<file path="src/rtl/ctp_pkg.sv">
// package: register map, field layouts and carriers of the compare-trigger and pwm block
package ctp_pkg;
  // bus, duty and counter widths, unit and flag counts
  localparam int ADDR_W  = 8;
  localparam int DATA_W  = 32;
  localparam int DUTY_W  = 10;
  localparam int TB2_W   = 8;
  localparam int TB1_W   = 16;
  localparam int PRESC_W = 6;
  localparam int N_UNIT  = 2;
  localparam int N_FLAG  = 3;

  // register byte offsets
  localparam logic [ADDR_W-1:0] OFS_LOW  [N_UNIT] = '{8'h00, 8'h0C};
  localparam logic [ADDR_W-1:0] OFS_HIGH [N_UNIT] = '{8'h04, 8'h10};
  localparam logic [ADDR_W-1:0] OFS_CTRL [N_UNIT] = '{8'h08, 8'h14};
  localparam logic [ADDR_W-1:0] OFS_PERIOD    = 8'h18;
  localparam logic [ADDR_W-1:0] OFS_TB2_CTRL  = 8'h1C;
  localparam logic [ADDR_W-1:0] OFS_TB2_COUNT = 8'h20;
  localparam logic [ADDR_W-1:0] OFS_TB1_COUNT = 8'h24;
  localparam logic [ADDR_W-1:0] OFS_TB1_CTRL  = 8'h28;
  localparam logic [ADDR_W-1:0] OFS_STATUS    = 8'h2C;

  // writable bits of the 8-bit control registers
  localparam logic [7:0] CTRL_WMASK    = 8'h3F;
  localparam logic [7:0] TB2_CTRL_MASK = 8'h7F;

  // mode select codes
  localparam logic [3:0] MODE_OFF     = 4'h0;
  localparam logic [3:0] MODE_SPECIAL = 4'hB;
  localparam logic [1:0] MODE_CMP_TOP = 2'h2;
  localparam logic [1:0] MODE_PWM_TOP = 2'h3;

  // prescale select and terminal counts (4 clocks per step times the factor)
  localparam logic [1:0]         PS_DIV1    = 2'h0;
  localparam logic [1:0]         PS_DIV4    = 2'h1;
  localparam logic [PRESC_W-1:0] PRESC_LIM1 = 6'h03;
  localparam logic [PRESC_W-1:0] PRESC_LIM4 = 6'h0F;
  localparam logic [PRESC_W-1:0] PRESC_LIM16 = 6'h3F;

  // status flag positions
  localparam int ST_POST = 2;

  // bus responses
  localparam logic [1:0] RESP_OKAY   = 2'h0;
  localparam logic [1:0] RESP_SLVERR = 2'h2;

  typedef struct packed {
    logic [1:0] rsvd;
    logic [1:0] dc_lsb;
    logic [3:0] mode;
  } ctp_ctrl_s;

  typedef struct packed {
    logic       rsvd;
    logic [3:0] postscale;
    logic       on;
    logic [1:0] prescale;
  } ctp_tb2ctl_s;

  // pwm time base as seen by a unit
  typedef struct packed {
    logic              period_event;
    logic [DUTY_W-1:0] count_ext;
  } ctp_tb_s;

  // compare time base as seen by a unit
  typedef struct packed {
    logic             running;
    logic [TB1_W-1:0] count;
  } ctp_t1_s;
endpackage

</file>
<file path="src/rtl/ctp_top.sv">
// compare special event trigger and standard pwm, two units behind an axi4-lite slave
`timescale 1ns/1ps
module ctp_top (
  // clock, reset, enable
  input  wire logic                           aclk,
  input  wire logic                           aresetn,
  input  wire logic                           ce,
  // axi4-lite write address
  input  wire logic                           s_axi_awvalid,
  output logic                                s_axi_awready,
  input  wire logic [ctp_pkg::ADDR_W-1:0]     s_axi_awaddr,
  // axi4-lite write data
  input  wire logic                           s_axi_wvalid,
  output logic                                s_axi_wready,
  input  wire logic [ctp_pkg::DATA_W-1:0]     s_axi_wdata,
  input  wire logic [ctp_pkg::DATA_W/8-1:0]   s_axi_wstrb,
  // axi4-lite write response
  output logic                                s_axi_bvalid,
  input  wire logic                           s_axi_bready,
  output logic [1:0]                          s_axi_bresp,
  // axi4-lite read address
  input  wire logic                           s_axi_arvalid,
  output logic                                s_axi_arready,
  input  wire logic [ctp_pkg::ADDR_W-1:0]     s_axi_araddr,
  // axi4-lite read data
  output logic                                s_axi_rvalid,
  input  wire logic                           s_axi_rready,
  output logic [ctp_pkg::DATA_W-1:0]          s_axi_rdata,
  output logic [1:0]                          s_axi_rresp,
  // converter
  input  wire logic                           adc_enabled,
  output logic                                adc_start,
  // unit outputs
  output logic [ctp_pkg::N_UNIT-1:0]          unit_pin
);
  localparam int NU = ctp_pkg::N_UNIT;

  logic                             aw_held;
  logic                             w_held;
  logic [ctp_pkg::ADDR_W-1:0]       wr_addr;
  logic [ctp_pkg::DATA_W-1:0]       wr_data;
  logic [ctp_pkg::DATA_W/8-1:0]     wr_strb;
  logic                             wr_go;
  logic                             wr_hit;
  logic                             wr_b0;
  logic                             wr_b1;
  logic [ctp_pkg::DATA_W-1:0]       rd_word;
  logic                             rd_hit;

  logic [7:0]                       u_low  [NU];
  ctp_pkg::ctp_ctrl_s               u_ctrl [NU];
  logic [7:0]                       u_high [NU];
  logic [NU-1:0]                    u_match;
  logic [NU-1:0]                    u_special;
  logic [NU-1:0]                    u_pwm;

  logic [ctp_pkg::TB2_W-1:0]        period_reg;
  ctp_pkg::ctp_tb2ctl_s             tb2_ctl;
  logic [ctp_pkg::TB2_W-1:0]        tb2_count;
  logic [ctp_pkg::PRESC_W-1:0]      presc;
  logic [ctp_pkg::PRESC_W-1:0]      presc_lim;
  logic [ctp_pkg::PRESC_W-1:0]      next_presc;
  logic [ctp_pkg::TB2_W-1:0]        next_tb2_count;
  logic [1:0]                       ext;
  logic                             tick;
  logic                             period_event;
  logic [3:0]                       post_cnt;
  logic                             post_event;
  ctp_pkg::ctp_tb_s                 tb;

  logic [ctp_pkg::TB1_W-1:0]        tb1_count;
  logic                             tb1_on;
  ctp_pkg::ctp_t1_s                 t1;
  logic [ctp_pkg::N_FLAG-1:0]       flags;
  logic [ctp_pkg::N_FLAG-1:0]       flag_set;
  logic [ctp_pkg::N_FLAG-1:0]       flag_clr;

  // ---------------- axi4-lite write side
  assign s_axi_awready = !aw_held && !s_axi_bvalid;
  assign s_axi_wready  = !w_held && !s_axi_bvalid;
  assign wr_go = aw_held && w_held && !s_axi_bvalid;
  assign wr_b0 = wr_go && wr_strb[0];
  assign wr_b1 = wr_go && wr_strb[1];
  assign wr_hit = wr_addr inside {ctp_pkg::OFS_LOW[0], ctp_pkg::OFS_HIGH[0], ctp_pkg::OFS_CTRL[0],
                                  ctp_pkg::OFS_LOW[1], ctp_pkg::OFS_HIGH[1], ctp_pkg::OFS_CTRL[1],
                                  ctp_pkg::OFS_PERIOD, ctp_pkg::OFS_TB2_CTRL, ctp_pkg::OFS_TB2_COUNT,
                                  ctp_pkg::OFS_TB1_COUNT, ctp_pkg::OFS_TB1_CTRL, ctp_pkg::OFS_STATUS};

  // address and data are held until both are in, then answered
  always_ff @(posedge aclk) begin
    if (!aresetn) begin
      aw_held      <= 1'b0;
      w_held       <= 1'b0;
      wr_addr      <= '0;
      wr_data      <= '0;
      wr_strb      <= '0;
      s_axi_bvalid <= 1'b0;
      s_axi_bresp  <= ctp_pkg::RESP_OKAY;
    end else if (ce) begin
      if (s_axi_awvalid && s_axi_awready) begin
        aw_held <= 1'b1;
        wr_addr <= s_axi_awaddr;
      end
      if (s_axi_wvalid && s_axi_wready) begin
        w_held  <= 1'b1;
        wr_data <= s_axi_wdata;
        wr_strb <= s_axi_wstrb;
      end
      if (wr_go) begin
        aw_held      <= 1'b0;
        w_held       <= 1'b0;
        s_axi_bvalid <= 1'b1;
        s_axi_bresp  <= wr_hit ? ctp_pkg::RESP_OKAY : ctp_pkg::RESP_SLVERR;
      end else if (s_axi_bvalid && s_axi_bready) begin
        s_axi_bvalid <= 1'b0;
      end
    end
  end

  // ---------------- axi4-lite read side
  assign s_axi_arready = !s_axi_rvalid;

  always_comb begin
    rd_word = '0;
    rd_hit  = 1'b1;
    case (s_axi_araddr)
      ctp_pkg::OFS_LOW[0]:     rd_word[7:0] = u_low[0];
      ctp_pkg::OFS_HIGH[0]:    rd_word[7:0] = u_high[0];
      ctp_pkg::OFS_CTRL[0]:    rd_word[7:0] = u_ctrl[0];
      ctp_pkg::OFS_LOW[1]:     rd_word[7:0] = u_low[1];
      ctp_pkg::OFS_HIGH[1]:    rd_word[7:0] = u_high[1];
      ctp_pkg::OFS_CTRL[1]:    rd_word[7:0] = u_ctrl[1];
      ctp_pkg::OFS_PERIOD:     rd_word[7:0] = period_reg;
      ctp_pkg::OFS_TB2_CTRL:   rd_word[7:0] = tb2_ctl;
      ctp_pkg::OFS_TB2_COUNT:  rd_word[7:0] = tb2_count;
      ctp_pkg::OFS_TB1_COUNT:  rd_word[15:0] = tb1_count;
      ctp_pkg::OFS_TB1_CTRL:   rd_word[0] = tb1_on;
      ctp_pkg::OFS_STATUS:     rd_word[ctp_pkg::N_FLAG-1:0] = flags;
      default:                 rd_hit = 1'b0;
    endcase
  end

  always_ff @(posedge aclk) begin
    if (!aresetn) begin
      s_axi_rvalid <= 1'b0;
      s_axi_rdata  <= '0;
      s_axi_rresp  <= ctp_pkg::RESP_OKAY;
    end else if (ce) begin
      if (s_axi_arvalid && s_axi_arready) begin
        s_axi_rvalid <= 1'b1;
        s_axi_rdata  <= rd_word;
        s_axi_rresp  <= rd_hit ? ctp_pkg::RESP_OKAY : ctp_pkg::RESP_SLVERR;
      end else if (s_axi_rvalid && s_axi_rready) begin
        s_axi_rvalid <= 1'b0;
      end
    end
  end

  // ---------------- pwm time base
  always_ff @(posedge aclk) begin
    if (!aresetn) begin
      period_reg <= '0;
      tb2_ctl    <= '0;
    end else if (ce) begin
      if (wr_b0 && wr_addr == ctp_pkg::OFS_PERIOD) begin
        period_reg <= wr_data[7:0];
      end
      if (wr_b0 && wr_addr == ctp_pkg::OFS_TB2_CTRL) begin
        tb2_ctl <= ctp_pkg::ctp_tb2ctl_s'(wr_data[7:0] & ctp_pkg::TB2_CTRL_MASK);
      end
    end
  end

  always_comb begin
    unique case (tb2_ctl.prescale)
      ctp_pkg::PS_DIV1: presc_lim = ctp_pkg::PRESC_LIM1;
      ctp_pkg::PS_DIV4: presc_lim = ctp_pkg::PRESC_LIM4;
      default:          presc_lim = ctp_pkg::PRESC_LIM16;
    endcase
  end

  // top two bits of the next prescale state, for the selected factor, extend the base
  always_comb begin
    unique case (tb2_ctl.prescale)
      ctp_pkg::PS_DIV1: ext = next_presc[1:0];
      ctp_pkg::PS_DIV4: ext = next_presc[3:2];
      default:          ext = next_presc[5:4];
    endcase
  end

  // one step per 4 clocks times prescale
  assign tick = tb2_ctl.on && (presc == presc_lim);
  assign period_event = tick && (tb2_count == period_reg);
  assign next_presc = (!tb2_ctl.on || tick) ? '0 : presc + 1'b1;
  // base cleared on the step after match
  assign next_tb2_count = period_event ? '0 : (tick ? tb2_count + 1'b1 : tb2_count);
  // pin compare looks one clock ahead so the high time is exactly duty clocks times prescale
  assign tb = '{period_event: period_event, count_ext: {next_tb2_count, ext}};

  always_ff @(posedge aclk) begin
    if (!aresetn) begin
      presc <= '0;
    end else if (ce) begin
      presc <= next_presc;
    end
  end

  always_ff @(posedge aclk) begin
    if (!aresetn) begin
      tb2_count <= '0;
    end else if (ce) begin
      tb2_count <= next_tb2_count;
    end
  end

  // postscaler only paces the update flag
  assign post_event = period_event && (post_cnt == tb2_ctl.postscale);
  always_ff @(posedge aclk) begin
    if (!aresetn) begin
      post_cnt <= '0;
    end else if (ce && period_event) begin
      post_cnt <= post_event ? '0 : post_cnt + 1'b1;
    end
  end

  // ---------------- compare time base
  assign t1 = '{running: tb1_on, count: tb1_count};

  always_ff @(posedge aclk) begin
    if (!aresetn) begin
      tb1_on <= 1'b0;
    end else if (ce && wr_b0 && wr_addr == ctp_pkg::OFS_TB1_CTRL) begin
      tb1_on <= wr_data[0];
    end
  end

  always_ff @(posedge aclk) begin
    if (!aresetn) begin
      tb1_count <= '0;
    end else if (ce) begin
      if (|u_special) begin
        tb1_count <= '0;
      end else if ((wr_b0 || wr_b1) && wr_addr == ctp_pkg::OFS_TB1_COUNT) begin
        tb1_count[7:0]  <= wr_b0 ? wr_data[7:0] : tb1_count[7:0];
        tb1_count[15:8] <= wr_b1 ? wr_data[15:8] : tb1_count[15:8];
      end else if (tb1_on) begin
        tb1_count <= tb1_count + 1'b1;
      end
    end
  end

  // ---------------- units
  for (genvar i = 0; i < NU; i++) begin : g_unit
    always_ff @(posedge aclk) begin
      if (!aresetn) begin
        u_low[i]  <= '0;
        u_ctrl[i] <= '0;
      end else if (ce && wr_b0) begin
        if (wr_addr == ctp_pkg::OFS_LOW[i]) begin
          u_low[i] <= wr_data[7:0];
        end
        if (wr_addr == ctp_pkg::OFS_CTRL[i]) begin
          u_ctrl[i] <= ctp_pkg::ctp_ctrl_s'(wr_data[7:0] & ctp_pkg::CTRL_WMASK);
        end
      end
    end

    ctp_unit #(
      .DUTY_W (ctp_pkg::DUTY_W)
    ) u_unit (
      .aclk      (aclk),
      .aresetn   (aresetn),
      .ce        (ce),
      .ctrl      (u_ctrl[i]),
      .duty_low  (u_low[i]),
      .wr_high   (wr_b0 && wr_addr == ctp_pkg::OFS_HIGH[i]),
      .wr_byte   (wr_data[7:0]),
      .tb        (tb),
      .t1        (t1),
      .pin       (unit_pin[i]),
      .match     (u_match[i]),
      .special   (u_special[i]),
      .pwm_mode  (u_pwm[i]),
      .data_high (u_high[i])
    );
  end

  // ---------------- request flags, write one to clear, set wins
  assign flag_set = {post_event, u_match};
  assign flag_clr = (wr_b0 && wr_addr == ctp_pkg::OFS_STATUS) ? wr_data[ctp_pkg::N_FLAG-1:0] : '0;

  always_ff @(posedge aclk) begin
    if (!aresetn) begin
      flags <= '0;
    end else if (ce) begin
      flags <= (flags & ~flag_clr) | flag_set;
    end
  end

  always_ff @(posedge aclk) begin
    if (!aresetn) begin
      adc_start <= 1'b0;
    end else if (ce) begin
      adc_start <= u_special[1] && adc_enabled;
    end
  end
endmodule

</file>
<file path="src/rtl/ctp_unit.sv">
// one compare/pwm unit: duty double buffer, output latch and compare match
`timescale 1ns/1ps
module ctp_unit #(
  parameter int DUTY_W = ctp_pkg::DUTY_W
) (
  // clock, reset, enable
  input  wire logic                aclk,
  input  wire logic                aresetn,
  input  wire logic                ce,
  // software registers
  input  wire ctp_pkg::ctp_ctrl_s  ctrl,
  input  wire logic [7:0]          duty_low,
  input  wire logic                wr_high,
  input  wire logic [7:0]          wr_byte,
  // time bases
  input  wire ctp_pkg::ctp_tb_s    tb,
  input  wire ctp_pkg::ctp_t1_s    t1,
  // results
  output logic                     pin,
  output logic                     match,
  output logic                     special,
  output logic                     pwm_mode,
  output logic [7:0]               data_high
);
  logic              off;
  logic              cmp_mode;
  logic [1:0]        lat;
  logic [DUTY_W-1:0] next_duty;
  logic [DUTY_W-1:0] active_duty;

  assign off = (ctrl.mode == ctp_pkg::MODE_OFF);
  assign pwm_mode = (ctrl.mode[3:2] == ctp_pkg::MODE_PWM_TOP);
  assign cmp_mode = (ctrl.mode[3:2] == ctp_pkg::MODE_CMP_TOP);
  assign next_duty   = {duty_low, ctrl.dc_lsb};
  assign active_duty = {data_high, lat};

  assign match = cmp_mode && t1.running && (t1.count == {data_high, duty_low});
  assign special = match && (ctrl.mode == ctp_pkg::MODE_SPECIAL);

  always_ff @(posedge aclk) begin
    if (!aresetn) begin
      data_high <= '0;
    end else if (ce) begin
      // duty taken only at period end
      if (pwm_mode && tb.period_event) begin
        data_high <= duty_low;
      end else if (!pwm_mode && wr_high) begin
        data_high <= wr_byte;
      end
    end
  end

  always_ff @(posedge aclk) begin
    if (!aresetn) begin
      lat <= '0;
    end else if (ce) begin
      if (off) begin
        lat <= '0;
      end else if (pwm_mode && tb.period_event) begin
        lat <= ctrl.dc_lsb;
      end
    end
  end

  always_ff @(posedge aclk) begin
    if (!aresetn) begin
      pin <= 1'b0;
    end else if (ce) begin
      if (off) begin
        pin <= 1'b0;
      end else if (pwm_mode) begin
        // set at period end unless zero
        if (tb.period_event) begin
          pin <= (next_duty != '0);
        end else if (active_duty == tb.count_ext) begin
          pin <= 1'b0;
        end
      end
    end
  end
endmodule

</file>
<file path="config.mk">
export PLATFORM = sky130hd
export DESIGN_NAME = ctp_top
export DESIGN_NICKNAME = d
export VERILOG_FILES = /design/src/rtl/ctp_pkg.sv /design/src/rtl/ctp_top.sv /design/src/rtl/ctp_unit.sv
export SDC_FILE = /design/constraint.sdc
export NUM_CORES = 1
export LEC_CHECK = 0
export BUFFER_PORTS_ARGS = -buffer_cell sky130_fd_sc_hd__buf_2
export CAP_MARGIN = 40
export CORE_MARGIN = 3
export CORE_UTILIZATION = 59
export CTS_CLUSTER_SIZE = 28
export DETAILED_ROUTE_END_ITERATION = 7
export PLACE_DENSITY = 0.81
export SYNTH_ARGS = -nofsm -noshare
export SYNTH_HDL_FRONTEND = slang
export SYNTH_SLANG_ARGS = --single-unit
</file>
<file path="constraint.sdc">
create_clock -name aclk -period 3.5 [get_ports aclk]
set_clock_uncertainty 0.1 [all_clocks]
set_input_delay 0.525 -clock aclk [delete_from_list [all_inputs] [get_ports aclk]]
set_output_delay 0.525 -clock aclk [all_outputs]
set_load 0.01 [all_outputs]
</file>
==> results.py <==
metrics = {
    "sta": {
        "min_period_ps": 3150,
        "drv_slew": 0,
        "maxSlewHeadroom_pct": 40.9,
        "tns_ps": 0,
        "finalCritPeriodShare_pct": 90.0,
        "final-setup-viol-count": 0,
        "hold_violations": 0,
        "rsz0062_at_grt": "false",
        "max_freq_ghz": 0.318,
        "tightestPinTransition_ps": 878,
    },
    "clock_network": {
        "cts_tree": "yes",
        "cts_root_buf": "clkbuf_16",
        "htreeDepth": 4,
        "cts.sinks": 152,
        "cts_resized": 0,
        "clk_latency_ps": 440,
        "cts_made_buffers": 17,
        "clk_pin_slew_worst_paths_ps": 60,
        "clk_path_buf_depth": 2,
        "post-cts-setup-buffers": 0,
        "cts_hold_buf": 0,
    },
    "final_layout": {
        "antenna_cells": 0,
        "nets": 1160,
        "area_growth_pct": 12.0,
        "fin_cells": 1292,
        "drive_gt1_share_pct": 14.7,
    },
    "logic_synthesis": {
        "synth_warnings": 0,
        "synthesis.instances": 1041,
        "seq_area_frac_synth_pct": 37.5,
        "synth_cell_types": 75,
        "ys.flop_type": "dfxtp_1",
        "synth_seq_cells": 152,
        "synthArstFlopShare_pct": 0,
        "netlist_area_um2": 8860,
        "synth_edf_count": 28,
        "syn_area_per_cell_um2": 8.52,
    },
    "die": {
        "rows": 44,
        "die-area_um2": 16500,
        "die_width_um": 129,
        "coreArea_um2": 14600,
        "die_h_um": 129,
        "ioPinCount": 105,
        "start_util_pct": 60.8,
    },
    "setup_path": {
        "crit_fanout": 10,
        "critical_path.max_stage_delay_ps": 620,
        "cp_slowest_cell": "dfxtp_1",
        "crit_buf_inv": 1,
        "critical_path_class": "register to register",
        "cp-end-kind": "register",
        "crit_family": "simple AND/OR/NAND/NOR gates",
        "startpoint_type": "register",
        "worstPathArrival_ps": 3410,
        "crit_required_ps": 3760,
        "crit_chain": "xnor2_2, nand4_1, or4_1, nor4_2, a31o_1, buf_4, o21ai_4, or3_1, a21boi_1",
    },
    "grt": {
        "overflow": 0,
        "grt_pass1_wl_um": 40500,
        "grt_antenna_before_repair": 0,
        "grtUsageTotal_pct": 31.6,
        "grt_max_degree": 57,
        "grt_pass1_vias": 7456,
    },
    "drt": {
        "ant_nets": 0,
        "wl_um": 26300,
        "avgRoutedWirePerCell_um": 20.4,
        "num_vias": 8267,
        "drtIter0Drc": 1160,
        "drt-vias-per-instance": 6.40,
        "drc": 0,
        "dr.pass1.iters": 6,
    },
    "power_and_ir_drop": {
        "p_clk_share_pct": 48.2,
        "ir_drop_uv": 352,
        "p_int_mw": 3.05,
        "combPwrFrac_pct": 5.2,
        "swShare_pct": 23.7,
        "p_total_mw": 4.00,
        "seqPwrFrac_pct": 46.5,
        "p_switching_uw": 947,
        "power.leakage_nw": 3.94,
        "pwr_density_cell_nw_per_um2": 403,
    },
    "min_path": {
        "hold_path.class": "primary input to register",
    },
    "place": {
        "dp_hpwl_um": 18600,
        "gp_congestion": 1.00,
        "portBuffers": 68,
        "dp.cells": 1260,
    },
    "run": {
        "maxCapViolations": 0,
    },
    "run_status": {
        "status": "complete, no violations",
    },
}
[metal layers]
layer  GRT usage, %  routed length [um]  vias to the layer above
met2           48.2               11800                      520
met3           5.73                2820                       87
met4           13.2                1000                        0
met1           44.3               10700                     3856
met5              0                   0                        -
li1               -                   -                     3804
[final timing paths]
path                        start        endpoint  slack (ps)  cells after the start
setup / recovery     tb1_count[0]   tb1_count[13]         350                      9
hold / removal    s_axi_wdata[14]     wr_data[14]         230                      3
setup reg to reg     tb1_count[0]   tb1_count[13]         350                      9
hold reg to reg    s_axi_rdata[8]  s_axi_rdata[8]         360                      2
[metrics by stage]
step | hold slack, ps | setup slack, ps | utilization, % | instance area [um2]
final | 235 | 351 | 68.1 | 9930
after CTS | 231 | 386 | 68.1 | 9930
after detailed placement | 352 | 446 | 63.8 | 9310
after global routing | 245 | 228 | 68.1 | 9930
after global placement | 346 | 538 | 63.8 | 9310
after floorplan | 335 | 912 | - | 8930
[logic make-up (layout without fill, tap and decap cells)]
logic type | after synthesis | count (layout) | synth area share, %
DFF | 152 | 152 | 37.5
xor gates and xnor gates | 71 | 71 | 7.10
adders and majority gates | 4 | 4 | 0.565
AOI/OAI and AO/OA | 240 | 240 | 19.4
buffers and inverters | 98 | 148 | 5.89
other | 1 | 18 | 0.0423
and+or+nand+nor | 444 | 444 | 26.0
muxes | 31 | 31 | 3.51
[cell usage after synthesis (5+ instances only)]
master | number | area share (%)
a221oi_1 | 7 | 0.69
nand2_1 | 131 | 5.5
o2bb2ai_1 | 5 | 0.49
mux2i_1 | 30 | 3.4
and2_1 | 31 | 2.2
buf_4 | 22 | 1.9
nor2b_1 | 47 | 3.3
nor2_1 | 60 | 2.5
nand3_1 | 48 | 2.7
o21ai_0 | 40 | 2.3
o211a_1 | 17 | 1.9
or4_1 | 5 | 0.42
a22o_1 | 5 | 0.49
nor4_1 | 10 | 0.71
edfxtp_1 | 28 | 9.5
nor4b_1 | 6 | 0.59
buf_2 | 7 | 0.40
a31oi_1 | 5 | 0.35
a21oi_1 | 37 | 2.1
clkbuf_1 | 46 | 1.9
and3_1 | 19 | 1.3
xnor2_1 | 40 | 4.0
dfxtp_1 | 124 | 28
xor2_1 | 30 | 3.0
o211ai_1 | 10 | 0.85
buf_6 | 8 | 1.0
a22oi_1 | 33 | 2.8
nor3b_1 | 10 | 0.85
nor3_1 | 29 | 1.6
inv_1 | 10 | 0.42
nand3b_1 | 5 | 0.42
nand4_1 | 16 | 1.1
a21boi_0 | 42 | 3.6
o21a_1 | 7 | 0.59
[placed cells by master (no fill, tap or decap), drive strengths merged, types with 4 or more instances in the layout]
| cell type | n |
|---|---|
| nand2 | 131 |
| dfxtp | 124 |
| buf | 106 |
| nor2 | 62 |
| nand3 | 49 |
| nor2b | 47 |
| o21ai | 46 |
| a21boi | 44 |
| xnor2 | 41 |
| a21oi | 39 |
| a22oi | 35 |
| and2 | 32 |
| nor3 | 32 |
| mux2i | 30 |
| xor2 | 30 |
| edfxtp | 28 |
| clkbuf | 21 |
| and3 | 19 |
| conb | 18 |
| o211a | 17 |
| nand4 | 16 |
| inv | 13 |
| nor4 | 12 |
| o211ai | 10 |
| nor3b | 10 |
| o21a | 7 |
| a221oi | 7 |
| nor4b | 6 |
| or4 | 6 |
| nand3b | 5 |
| a31oi | 5 |
| a22o | 5 |
| o2bb2ai | 5 |
| or2 | 5 |
| clkinv | 5 |
| nand2b | 4 |
| a211oi | 4 |
| ha | 4 |
[power by group through the flow]
stage | Combinational, mW | Sequential, mW | Clock [mW]
floorplan | 0.148 | 1.87 | 0
global placement | 0.201 | 1.89 | 0
detailed placement | 0.204 | 1.90 | 0
CTS | 0.206 | 1.86 | 1.94
global route | 0.229 | 1.86 | 2.01
finish | 0.209 | 1.86 | 1.93
[final cells by class]
| type | count | area [um2] |
|---|---|---|
| flip-flops and latches | 152 | 3320 |
| clock inverters | 11 | 131 |
| multi-input cells | 808 | 5090 |
| repair buffers | 106 | 626 |
| fillers | 1166 | 4660 |
| clock buffers | 21 | 493 |
| well taps | 184 | 230 |
| inverters | 10 | 37.5 |
[worst min-delay path: cells and delay by family]
| family | cells | cell delay, ps |
|---|---|---|
| AO/OA/AOI/OAI | 1 | 60 |
| buffers and inverters | 1 | 90 |
| AND/OR/NAND/NOR | 1 | 40 |
(Power assumes the default switching activity.)
